**config.mk**
```make
export PLATFORM = sky130hd
export DESIGN_NAME = cpu_supervisor_reset_watchdog
export DESIGN_NICKNAME = d
export VERILOG_FILES = /design/src/rtl/input_sync.v /design/src/rtl/cycle_timer.v /design/src/rtl/cpu_supervisor_reset_watchdog.v
export VERILOG_INCLUDE_DIRS = /design/src /design/src/rtl
export SDC_FILE = /design/constraint.sdc
export NUM_CORES = 1
export LEC_CHECK = 0
export BUFFER_PORTS_ARGS = -buffer_cell sky130_fd_sc_hd__buf_2
export CORE_MARGIN = 1.5
export CORE_UTILIZATION = 50
export CTS_BUF_LIST = sky130_fd_sc_hd__clkbuf_16
export DETAILED_ROUTE_END_ITERATION = 10
export PLACE_DENSITY = 0.62
export SLEW_MARGIN = 10
export SYNTH_ARGS = -nofsm -noshare
export SYNTH_HDL_FRONTEND = slang
export SYNTH_SLANG_ARGS = --single-unit
export TNS_END_PERCENT = 10
```
**constraint.sdc**
```tcl
create_clock -name clock -period 2.25 [get_ports clock]
set_input_delay 0.1125 -clock clock [delete_from_list [all_inputs] [get_ports clock]]
set_output_delay 0.1125 -clock clock [all_outputs]
set_load 0.005 [all_outputs]
```
**src/rtl/supervisor_consts.vh**
```
// timing constants for the processor supervisor
`ifndef SUPERVISOR_CONSTS_VH
`define SUPERVISOR_CONSTS_VH
`define CLOCK_HZ          20000000
`define RESET_STRETCH_MS  200
`define WATCHDOG_TIME_MS  1600
`define RESET_STRETCH_CYCLES ((`CLOCK_HZ / 1000) * `RESET_STRETCH_MS)
`define WATCHDOG_CYCLES      ((`CLOCK_HZ / 1000) * `WATCHDOG_TIME_MS)
`define SYNC_STAGES       2
`endif

```
**src/rtl/input_sync.v**
```verilog
// two-stage synchroniser for a group of asynchronous level inputs
`timescale 1ns/1ps
module input_sync #(
  parameter WIDTH = 4
) (
  // clock and reset
  input  wire             clock,
  input  wire             sys_rst,
  // asynchronous levels and their synchronised copies
  input  wire [WIDTH-1:0] async_in,
  input  wire [WIDTH-1:0] reset_value,
  output reg  [WIDTH-1:0] sync_out
);

  reg [WIDTH-1:0] stage1;

  // reset value is a constant from the instantiating module
  always @(posedge clock) begin
    if (sys_rst) begin
      stage1   <= reset_value;
      sync_out <= reset_value;
    end else begin
      stage1   <= async_in;
      sync_out <= stage1;
    end
  end

endmodule

```
**src/rtl/cycle_timer.v**
```verilog
// restartable cycle counter that flags when a count has elapsed
`timescale 1ns/1ps
module cycle_timer #(
  parameter WIDTH = 26,
  parameter COUNT = 4000000
) (
  // clock and reset
  input  wire clock,
  input  wire sys_rst,
  // control and status
  input  wire clear,
  output reg  expired
);

  localparam [31:0]      LAST_WORD = COUNT - 1;
  localparam [WIDTH-1:0] LAST      = LAST_WORD[WIDTH-1:0];

  reg [WIDTH-1:0] count;

  always @(posedge clock) begin
    if (sys_rst || clear) begin
      count   <= {WIDTH{1'b0}};
      expired <= 1'b0;
    end else if (count == LAST) begin
      expired <= 1'b1;
    end else begin
      count <= count + {{(WIDTH-1){1'b0}}, 1'b1};
    end
  end

endmodule

```
**src/rtl/cpu_supervisor_reset_watchdog.v**
```verilog
// processor supervisor: stretched reset, watchdog and power-fail flag
//
// Operation
// - reset held low while supply is low
// - reset stays low 200 ms after recovery
// - active-high reset is complement of low
// - manual reset low asserts reset, debounced
// - no kick within timeout drives timeout low
// - any kick edge restarts watchdog count
// - reset clears watchdog; timing starts after release
// - low supply forces timeout output low
// - floating kick input disables the watchdog
// - power-fail flag low when sense low
// - power-fail flag independent of reset logic
// - reset stretched after manual reset release too
// - timeout output stays low until cleared
// - watchdog timeout alone never asserts reset
`timescale 1ns/1ps
`include "supervisor_consts.vh"
module cpu_supervisor_reset_watchdog #(
  parameter RESET_CYCLES    = `RESET_STRETCH_CYCLES,
  parameter WATCHDOG_CYCLES = `WATCHDOG_CYCLES,
  parameter TIMER_WIDTH     = 26
) (
  // clock and reset
  input  wire clock,
  input  wire sys_rst,
  // supply and manual reset
  input  wire supply_low,
  input  wire manual_reset_n,
  // watchdog
  input  wire watchdog_kick_in,
  input  wire watchdog_kick_float,
  output reg  watchdog_timeout_n,
  // power-fail comparator result
  input  wire power_fail_sense_in,
  // processor resets and flag
  output reg  cpu_reset_n,
  output reg  cpu_reset,
  output reg  power_fail_flag_n
);

  ////////////////////////////////////////////////////////////////////////
  // synchroniser lane map

  localparam LANES       = 5;
  localparam LANE_SUPPLY = 4;
  localparam LANE_MANUAL = 3;
  localparam LANE_KICK   = 2;
  localparam LANE_FLOAT  = 1;
  localparam LANE_SENSE  = 0;

  // supply held low, manual released, kick low, watchdog off, sense low
  localparam [LANES-1:0] LANE_RESET = 5'h1a;

  ////////////////////////////////////////////////////////////////////////
  // state codes

  // reset sequencer
  localparam [2:0] RST_HOLD    = 3'h1;
  localparam [2:0] RST_STRETCH = 3'h2;
  localparam [2:0] RST_RUN     = 3'h4;

  // watchdog
  localparam [2:0] WD_OFF      = 3'h1;
  localparam [2:0] WD_COUNT    = 3'h2;
  localparam [2:0] WD_EXPIRED  = 3'h4;

  ////////////////////////////////////////////////////////////////////////
  // state legality

  // a corrupted state word sends its machine back to the safe state
  function legal_state;
    input [2:0] state;
    begin
      case (state)
        3'h1: begin
          legal_state = 1'b1;
        end
        3'h2: begin
          legal_state = 1'b1;
        end
        3'h4: begin
          legal_state = 1'b1;
        end
        default: begin
          legal_state = 1'b0;
        end
      endcase
    end
  endfunction

  ////////////////////////////////////////////////////////////////////////
  // input synchronisers

  wire [LANES-1:0] raw_in;
  wire [LANES-1:0] sync_in;
  wire             s_supply_low;
  wire             s_manual_n;
  wire             s_kick;
  wire             s_float;
  wire             s_sense;

  assign raw_in[LANE_SUPPLY] = supply_low;
  assign raw_in[LANE_MANUAL] = manual_reset_n;
  assign raw_in[LANE_KICK]   = watchdog_kick_in;
  assign raw_in[LANE_FLOAT]  = watchdog_kick_float;
  assign raw_in[LANE_SENSE]  = power_fail_sense_in;

  genvar lane;

  generate
    for (lane = 0; lane < LANES; lane = lane + 1) begin : g_sync
      input_sync #(
        .WIDTH       (1)
      ) u_sync (
        .clock       (clock),
        .sys_rst     (sys_rst),
        .async_in    (raw_in[lane]),
        .reset_value (LANE_RESET[lane]),
        .sync_out    (sync_in[lane])
      );
    end
  endgenerate

  assign s_supply_low = sync_in[LANE_SUPPLY];
  assign s_manual_n   = sync_in[LANE_MANUAL];
  assign s_kick       = sync_in[LANE_KICK];
  assign s_float      = sync_in[LANE_FLOAT];
  assign s_sense      = sync_in[LANE_SENSE];

  ////////////////////////////////////////////////////////////////////////
  // reset stretch timer

  wire reset_cause;
  wire stretch_done;

  // watchdog expiry feeds nothing here; only the pin loop can reset
  assign reset_cause = s_supply_low | ~s_manual_n;

  // every bounce restarts the timer, so a bouncing button gives one pulse
  cycle_timer #(
    .WIDTH   (TIMER_WIDTH),
    .COUNT   (RESET_CYCLES)
  ) u_stretch (
    .clock   (clock),
    .sys_rst (sys_rst),
    .clear   (reset_cause),
    .expired (stretch_done)
  );

  ////////////////////////////////////////////////////////////////////////
  // reset sequencer

  reg [2:0] reset_state;
  reg [2:0] next_reset_state;

  always @* begin
    next_reset_state = RST_HOLD;
    if (!legal_state(reset_state)) begin
      next_reset_state = RST_HOLD;
    end else begin
      case (reset_state)
        RST_HOLD: begin
          if (reset_cause) begin
            next_reset_state = RST_HOLD;
          end else begin
            next_reset_state = RST_STRETCH;
          end
        end
        RST_STRETCH: begin
          if (reset_cause) begin
            next_reset_state = RST_HOLD;
          end else if (stretch_done) begin
            next_reset_state = RST_RUN;
          end else begin
            next_reset_state = RST_STRETCH;
          end
        end
        RST_RUN: begin
          if (reset_cause) begin
            next_reset_state = RST_HOLD;
          end else begin
            next_reset_state = RST_RUN;
          end
        end
        default: begin
          next_reset_state = RST_HOLD;
        end
      endcase
    end
  end

  always @(posedge clock) begin
    if (sys_rst) begin
      reset_state <= RST_HOLD;
      cpu_reset_n <= 1'b0;
      cpu_reset   <= 1'b1;
    end else begin
      reset_state <= next_reset_state;
      cpu_reset_n <= (next_reset_state == RST_RUN);
      cpu_reset   <= (next_reset_state != RST_RUN);
    end
  end

  ////////////////////////////////////////////////////////////////////////
  // watchdog kick edge

  reg  kick_prev;
  wire kick_edge;

  // kick_prev resets to the synchroniser's reset level: no false edge
  always @(posedge clock) begin
    if (sys_rst) begin
      kick_prev <= 1'b0;
    end else begin
      kick_prev <= s_kick;
    end
  end

  assign kick_edge = s_kick ^ kick_prev;

  ////////////////////////////////////////////////////////////////////////
  // watchdog timer

  wire wd_hold;
  wire wd_clear;
  wire wd_expired;
  wire wd_fired;

  // counting resumes only once the reset output is released
  assign wd_hold  = ~cpu_reset_n | s_float;
  assign wd_clear = kick_edge | wd_hold;

  cycle_timer #(
    .WIDTH   (TIMER_WIDTH),
    .COUNT   (WATCHDOG_CYCLES)
  ) u_watchdog (
    .clock   (clock),
    .sys_rst (sys_rst),
    .clear   (wd_clear),
    .expired (wd_expired)
  );

  ////////////////////////////////////////////////////////////////////////
  // watchdog sequencer

  reg [2:0] wd_state;
  reg [2:0] next_wd_state;

  always @* begin
    next_wd_state = WD_OFF;
    if (!legal_state(wd_state)) begin
      next_wd_state = WD_OFF;
    end else begin
      case (wd_state)
        WD_OFF: begin
          if (wd_hold) begin
            next_wd_state = WD_OFF;
          end else begin
            next_wd_state = WD_COUNT;
          end
        end
        WD_COUNT: begin
          if (wd_hold) begin
            next_wd_state = WD_OFF;
          end else if (kick_edge) begin
            next_wd_state = WD_COUNT;
          end else if (wd_expired) begin
            next_wd_state = WD_EXPIRED;
          end else begin
            next_wd_state = WD_COUNT;
          end
        end
        WD_EXPIRED: begin
          if (wd_hold) begin
            next_wd_state = WD_OFF;
          end else if (kick_edge) begin
            next_wd_state = WD_COUNT;
          end else begin
            next_wd_state = WD_EXPIRED;
          end
        end
        default: begin
          next_wd_state = WD_OFF;
        end
      endcase
    end
  end

  assign wd_fired = (next_wd_state == WD_EXPIRED);

  always @(posedge clock) begin
    if (sys_rst) begin
      wd_state           <= WD_OFF;
      watchdog_timeout_n <= 1'b0;
    end else begin
      wd_state           <= next_wd_state;
      // low supply overrides the watchdog whatever its state
      watchdog_timeout_n <= ~(s_supply_low | wd_fired);
    end
  end

  ////////////////////////////////////////////////////////////////////////
  // power-fail flag

  always @(posedge clock) begin
    if (sys_rst) begin
      power_fail_flag_n <= 1'b0;
    end else begin
      power_fail_flag_n <= s_sense;
    end
  end

endmodule

```
# Yosys cells after proc, flatten, opt, wreduce, memory -nomap -nowiden
# Index checks and enable logic that the tools add are counted.
dict set report classes {
  addsub 2
  eq_ne 11
  muxes 16
  n_bitwise 8
  reduce_logical 4
}
# operator n
set ops {}
lappend ops {{$add A26 B1 Y26 const B} 2}
lappend ops {{$mux W3} 10}
lappend ops {{$eq A26 B22 Y1 const B} 1}
lappend ops {{$eq A26 B25 Y1 const B} 1}
lappend ops {{$pmux W3 S3} 2}
lappend ops {{$eq A3 B3 Y1 const B} 4}
lappend ops {{$eq A3 B1 Y1 const B} 2}
lappend ops {{$eq A3 B2 Y1 const B} 2}
lappend ops {{$reduce_or A3 Y1} 2}
lappend ops {{$mux W2} 2}
lappend ops {{$or A1 B1 Y1} 4}
lappend ops {{$ne A3 B3 Y1 const B} 1}
lappend ops {{$not A1 Y1} 3}
lappend ops {{$logic_or A1 B1 Y1} 2}
lappend ops {{$mux W1} 2}
lappend ops {{$xor A1 B1 Y1} 1}
dict set report totals {
  register_bits 75
  inputBits 7
  out_inout_bits 4
  word_cells 62
}

# Logic depth before layout (Yosys ltp)
# Gate-level depths: netlist of run 1.
dict set report logic_depth {
  ltp_word 8
  ltp_mapped 8
  depth_no_buf 6
}

# By module
# A second synthesis of run 1 with hierarchy kept.
dict set report hier_totals {
  cells_unflattened 379
  hier_area_um2 3467.1
}
# module instances cells_per_inst area_each_um2
set by_module_without_submodules {}
lappend by_module_without_submodules {{cycle_timer (u_stretch)} 1 167 1371.3}
lappend by_module_without_submodules {{cycle_timer (u_watchdog)} 1 146 1326.3}
lappend by_module_without_submodules {cpu_supervisor_reset_watchdog 1 46 456.7}
lappend by_module_without_submodules {input_sync 5 4 62.6}

# Worst setup path after synthesis of run 1
# OpenSTA, ideal clock, no wires.
dict set report synth_path {
  kind {register -> register}
  startpoint {reg u_watchdog.count[0]}
  endpoint {reg u_watchdog.count[7]}
  arrival_ps 1697
  path_slack_ps 436
  path_stages_with_launch 8
  n_path_buf 1
  synth_period_minus_slack_ps 1814
  path_cell_list {dfxtp_1 > ha_1 > nand3_1 > nor4_2 > and2_1 > buf_6 > or3_2 > a21oi_2}
}
dict set report synth_between {
  elab_chain_len 1
}
# element line
set synth_lines {}
lappend synth_lines {{start: declaration} cycle_timer.v:18} ;# reg [WIDTH-1:0] count;
lappend synth_lines {{start signal: assignment} cycle_timer.v:22} ;# count <= {WIDTH{1'b0}};
lappend synth_lines {{start signal: assignment} cycle_timer.v:27} ;# count <= count + {{(WIDTH-1){1'b0}}, 1'b1};
lappend synth_lines {{$add A26 B1 Y26 or $eq A26 B25 Y1 (tied branches)} {cycle_timer.v:27, cycle_timer.v:24}}
# Parallel ways exist; a longest one is shown, timed or not.
# A chain may end at the register's enable or synchronous reset.

# Worst setup path after layout of run 1
dict set report layout_path {
  startpoint {reg u_watchdog.count[11]}
  endpoint {reg u_watchdog.count[18]}
}
# Same word-level chain as after synthesis.

==> results of run 1 <==
worst reg2reg max path: stages, from the launching register on:
cell	delay, ns
dfxtp_1	0.36
or4b_4	0.56
nor4_4	0.37
nand2_1	0.29
nand4_1	0.22
mux2i_1	0.21
cell type report:
class	count	share of cell area, %
Inverter	3	0.298
Multi-Input combinational cell	268	45.1
Clock inverter	7	2.18
Tap cell	77	2.55
Timing Repair Buffer	23	4.23
Clock buffer	9	5.95
Sequential cell	75	39.7
metal layers:
layer	wire length (um)	track usage, %
met4	152	9.84
met1	3180	26.6
met3	170	3.36
met5	0	0
met2	2710	31.1
placed cells by master (no fill, tap or decap), types with 4 or more instances in the layout:
cell type / count
nand3_1: 20
xnor2_1: 15
nor2_1: 46
and3_1: 10
o21ai_0: 12
clkbuf_16: 9
mux2i_1: 4
xor2_1: 22
buf_4: 8
nand2b_1: 6
or3_2: 4
nand4_1: 17
buf_2: 10
dfxtp_1: 75
a21oi_2: 4
dlygate4sd3_1: 5
or2_2: 6
nor4_1: 4
nand2_1: 21
clkinv_1: 4
nor3_1: 9
a21oi_1: 11
or3_1: 4
and4_1: 7
nor2b_1: 7
cells by family (layout without fill, tap and decap cells):
| logic type | Yosys count | count (layout) |
|---|---|---|
| AND/OR/NAND/NOR | 182 | 182 |
| flip-flops | 75 | 75 |
| buffers and inverters | 13 | 42 |
| adder cells (fa/ha/maj) | 2 | 2 |
| AO/OA/AOI/OAI | 43 | 43 |
| XOR/XNOR | 37 | 37 |
| multiplexers | 4 | 4 |
registers in the layout (all words and copies together), names as in the netlist:
| name | count |
|---|---|
| u_stretch.count | 26 |
| g_sync.u_sync.stage1 | 5 |
| power_fail_flag_n | 1 |
| g_sync.u_sync.sync_out | 5 |
| reset_state | 3 |
| u_watchdog.count | 26 |
| cpu_reset | 1 |
| wd_state | 3 |
| u_watchdog.expired | 1 |
| u_stretch.expired | 1 |
| watchdog_timeout_n | 1 |
| kick_prev | 1 |
| cpu_reset_n | 1 |
how the worst min path moves through the flow:
stage | endpoint | depth (start not counted)
after floorplan | g_sync[0].u_sync.stage1 | 1
after global placement | g_sync[4].u_sync.stage1 | 2
after detailed placement | g_sync[4].u_sync.stage1 | 2
after CTS | g_sync[0].u_sync.sync_out | 2
after global routing | g_sync[2].u_sync.sync_out | 2
final | g_sync[0].u_sync.sync_out | 2
stage by stage:
step / setup slack (ns) / util, % / instances / cell area (um^2) / total power [mW]
6_report: 0.174 / 59.9 / 462 / 3780 / 2.85
5_1_grt: 0.0452 / 59.9 / 462 / 3780 / 2.94
4_1_cts: 0.136 / 59.8 / 462 / 3770 / 2.89
3_5_place_dp: 0.144 / 54.1 / 441 / 3410 / 1.40
3_3_place_gp: 0.202 / 54.1 / 441 / 3410 / 1.40
2_1_floorplan: 0.436 / - / 356 / 3260 / 1.39
power by group:
part / internal, mW / switching, mW
logic: 0.0195 / 0.0151
clock network: 0.954 / 0.515
registers: 1.34 / 0.00477
total: 2.31 / 0.535
repair_timing:
item                                    4_1_cts  5_1_grt
resized for setup                             0        2
hold endpoints to repair                      5        0
hold buffers                                  5        0
setup buffers                                 0        0
endpoints found under the setup margin        0        6
==> qor.yml, run 1 <==
syn-cell-area_um2: 3260
wire_per_inst_um: 13.4
setup_tns_ns: 0
crit_chain: "or4b_4 -> nor4_4 -> nand2_1 -> nand4_1 -> mux2i_1"
start_util_pct: 51.7
drv_slew: 0
netlist.area_leader.share_pct: 46.0
synth_edf_count: 0
hold_path.class: "in -> reg"
cts_tree: "built"
crit_path_start: "u_watchdog.count[11]"
worstMarginPinSlew_ns: 0.588
ys_types: 46
clk_pin_slew_ns: 0.05
ff2ff_setup_slack_ns: 0.17
syn-num-nets: 365
synthAdderAreaFrac_pct: 0.767
cp_num_cells: 5
drcViolationCount: 0
setup_violations: 0
cap_violations: 0
slowest_delay_ns: 0.56
hold_path_startpoint: "sys_rst"
max_freq_mhz: 482
cts.sinks: 75
cts_inserted_buffers: 9
synthSimpleGateAreaFrac_pct: 31.7
critPathArrivalTime_ns: 2.32
num_vias: 2566
yosys.area_share.xor_xnor_pct: 9.93
place_hpwl_mm: 4.14
critical_path_required_ns: 2.50
path_max_fanout: 7
synthMuxAreaShare_pct: 1.23
viasPerCell: 5.55
drive_above_1_share_pct: 14.8
core_area_um2: 6310
rr_startpoint: "u_watchdog.count[11]"
nNetsFinal: 389
fin_crit_sh_pct: 92.3
ys_ff_latch: 75
status: "finished clean"
grt_overflow: 0
rsz0062_at_grt: "no"
firstDrtPassIters: 4
grtUsageTotal_pct: 19.9
path_buf_inv: 0
setup.worst_path.class: "reg -> reg"
grt_pass1_vias: 2512
reg2reg_depth: 5
max_slew_margin_pct: 60.4
antenna_cells: 0
start_kind: "register"
clock_skew_ns: 0.00548
multi_input_area_um2: 1710
antenna_found_initial: 0
regArea_um2: 1500
yosysMostFrequentCell: "dfxtp_1"
ctsLongestPathBuffers: 2
r2r_end: "u_watchdog.count[18]"
period_minus_slack_ns: 2.08
grt_pass1_wl_mm: 11.3
die_w_um: 83.8
synthFlopType: "dfxtp_1"
fillers: 557
endpoint: "u_watchdog.count[18]"
ios: 11
insertion_delay_ns: 0.33
synth.yosys.seq_area_share_pct: 46.0
synthTopCellsByArea: "dfxtp_1 46%, xor2_1 5.9%, nor2_1 5.3%"
rows: 29
ant_nets: 0
postSynthCellCount: 356
whs_ns: 0.131
root_buffer: "clkbuf_16"
finalWeightedCongestion: 0.797
syn2layout_area_growth_pct: 16.0
synth-compound-area-share_pct: 8.36
ir_drop_mv: 0.513
critPathTopFamily: "simple AND/OR/NAND/NOR gates"
die-area_um2: 7020
grt_max_degree: 23
hold_viol_final: 0
synth_top_family_by_area: "simple AND/OR/NAND/NOR gates"
critPathSlowestCell: "or4b_4"
drtIter0Drc: 111
drt-total-wl_mm: 6.21
io_buffer_count: 10
power.leakage_nw: 1.32
yosysWarnings: 0
synth_area_leader_cell: "dfxtp_1"
synth-async-reset-ratio_pct: 0
htree_num_levels: 3
syn_avg_cell_area_um2: 9.16
synth_commonest_cells: "75 x dfxtp_1, 46 x nor2_1, 22 x xor2_1"
endpoint_kind: "register"
power_density_nw_per_um2: 753
die_h_um: 83.8
Note: power is estimated with default switching activity, not from simulation.
==> run 2: changes to the inputs <==
- CAP_MARGIN: default -> 20
- RECOVER_POWER: default -> 25
==> qor.yml, run 2 (synthesis results as in run 1) <==
status: "finished clean"
power_density_nw_per_um2: 754
root_buffer: "clkbuf_16"
drcViolationCount: 0
critPathArrivalTime_ns: 2.33
finalWeightedCongestion: 0.797
layout_common_cells: "75 x dfxtp_1, 46 x nor2_1, 22 x xor2_1"
cts.sinks: 75
place_hpwl_mm: 4.14
cap_violations: 0
hold_path.class: "in -> reg"
nNetsFinal: 389
firstDrtPassIters: 4
slowest_delay_ns: 0.56
die_h_um: 83.8
path_max_fanout: 7
grt_overflow: 0
post_cts.repair.setup_buffers: 0
regArea_um2: 1500
critPathSlowestCell: "or4b_4"
ant_nets: 0
grtUsageTotal_pct: 19.9
cts_inserted_buffers: 9
preCtsSetupSlack_ns: 0.144
fin_crit_sh_pct: 92.4
insertion_delay_ns: 0.33
drtIter0Drc: 111
rows: 29
start_kind: "register"
die-area_um2: 7020
io_buffer_count: 10
rsz0062_at_grt: "no"
wire_per_inst_um: 13.4
worstMarginPinSlew_ns: 0.602
antenna_found_initial: 0
ios: 11
clk_pin_slew_ns: 0.06
htree_num_levels: 3
num_vias: 2575
total_power_mw: 2.85
core_area_um2: 6310
grt_pass1_vias: 2512
setup.worst_path.class: "reg -> reg"
max_freq_mhz: 481
syn2layout_area_growth_pct: 15.8
ir_drop_mv: 0.514
die_w_um: 83.8
setup_tns_ns: 0
drv_slew: 0
clock_skew_ns: 0.00563
top_regs: "u_stretch.count (26), u_watchdog.count (26)"
hold_viol_final: 0
antenna_cells: 0
multi_input_area_um2: 1710
power.leakage_nw: 1.31
critical_path_required_ns: 2.50
grt_max_degree: 23
viasPerCell: 5.57
layout_commonest_cell: "dfxtp_1"
drt-total-wl_mm: 6.20
endpoint_kind: "register"
drive_above_1_share_pct: 14.0
critPathTopFamily: "simple AND/OR/NAND/NOR gates"
period_minus_slack_ns: 2.08
ctsLongestPathBuffers: 2
max_slew_margin_pct: 59.5
path_buf_inv: 0
cts_tree: "built"
fin_ws_ns: 0.170
fin_util_pct: 59.8
fillers: 559
start_util_pct: 51.7
grt_pass1_wl_mm: 11.3
setup_violations: 0
crit_chain: "or4b_4 -> nor4_4 -> nand2_1 -> nand4_1 -> mux2i_1"
==> run 2: what timing repair did <==
| item | 4_1_cts | 5_1_grt |
|---|---|---|
| endpoints found under the hold margin | 5 | 0 |
| endpoints found under the setup margin | 0 | 6 |
| resized for setup | 0 | 2 |
| hold buffers | 5 | 0 |
==> run 2: layout make-up <==
cell class	instances	share of cell area, %
repair buffers	23	4.14
multi-input cells	268	45.1
flip-flops and latches	75	39.7
clock inverters	7	2.19
well taps	77	2.55
inverters	3	0.298
clock buffers	9	5.96
==> run 2: worst paths after layout <==
path | start | end | slack [ns] | depth (start not counted)
worst max-delay path | u_watchdog.count[11] | u_watchdog.count[18] | 0.17 | 5
worst min-delay path | sys_rst | g_sync[0].u_sync.sync_out | 0.13 | 2
worst max register to register | u_watchdog.count[11] | u_watchdog.count[18] | 0.17 | 5
worst min register to register | g_sync[1].u_sync.stage1 | g_sync[1].u_sync.sync_out | 0.41 | 1
==> run 2: stage by stage <==
stage                     cells  hold WS, ns  area [um^2]
after detailed placement    441        0.302         3410
after global placement      441        0.295         3410
after CTS                   462        0.133         3770
after floorplan             356        0.184         3260
final                       462        0.130         3780
after global routing        462        0.153         3780
==> run 2: report_power, final <==
group          internal (mW)  switching (mW)
clock                  0.954           0.516
sequential              1.34         0.00478
combinational         0.0193          0.0151
total                   2.31           0.536
==> run 2: layer usage <==
layer | routed length [um] | track usage, % | share of wire (%)
met3 | 186 | 3.36 | 3.0
met4 | 155 | 9.84 | 2.5
met5 | 0 | 0 | 0
met2 | 2730 | 31.1 | 44
met1 | 3130 | 26.6 | 50
==> run 2: worst reg2reg max path, delay by kind of cell, from the launching register on <==
kind	cells	cell delay, ns
DFF	1	0.36
muxes	1	0.21
and+or+nand+nor	4	1.44
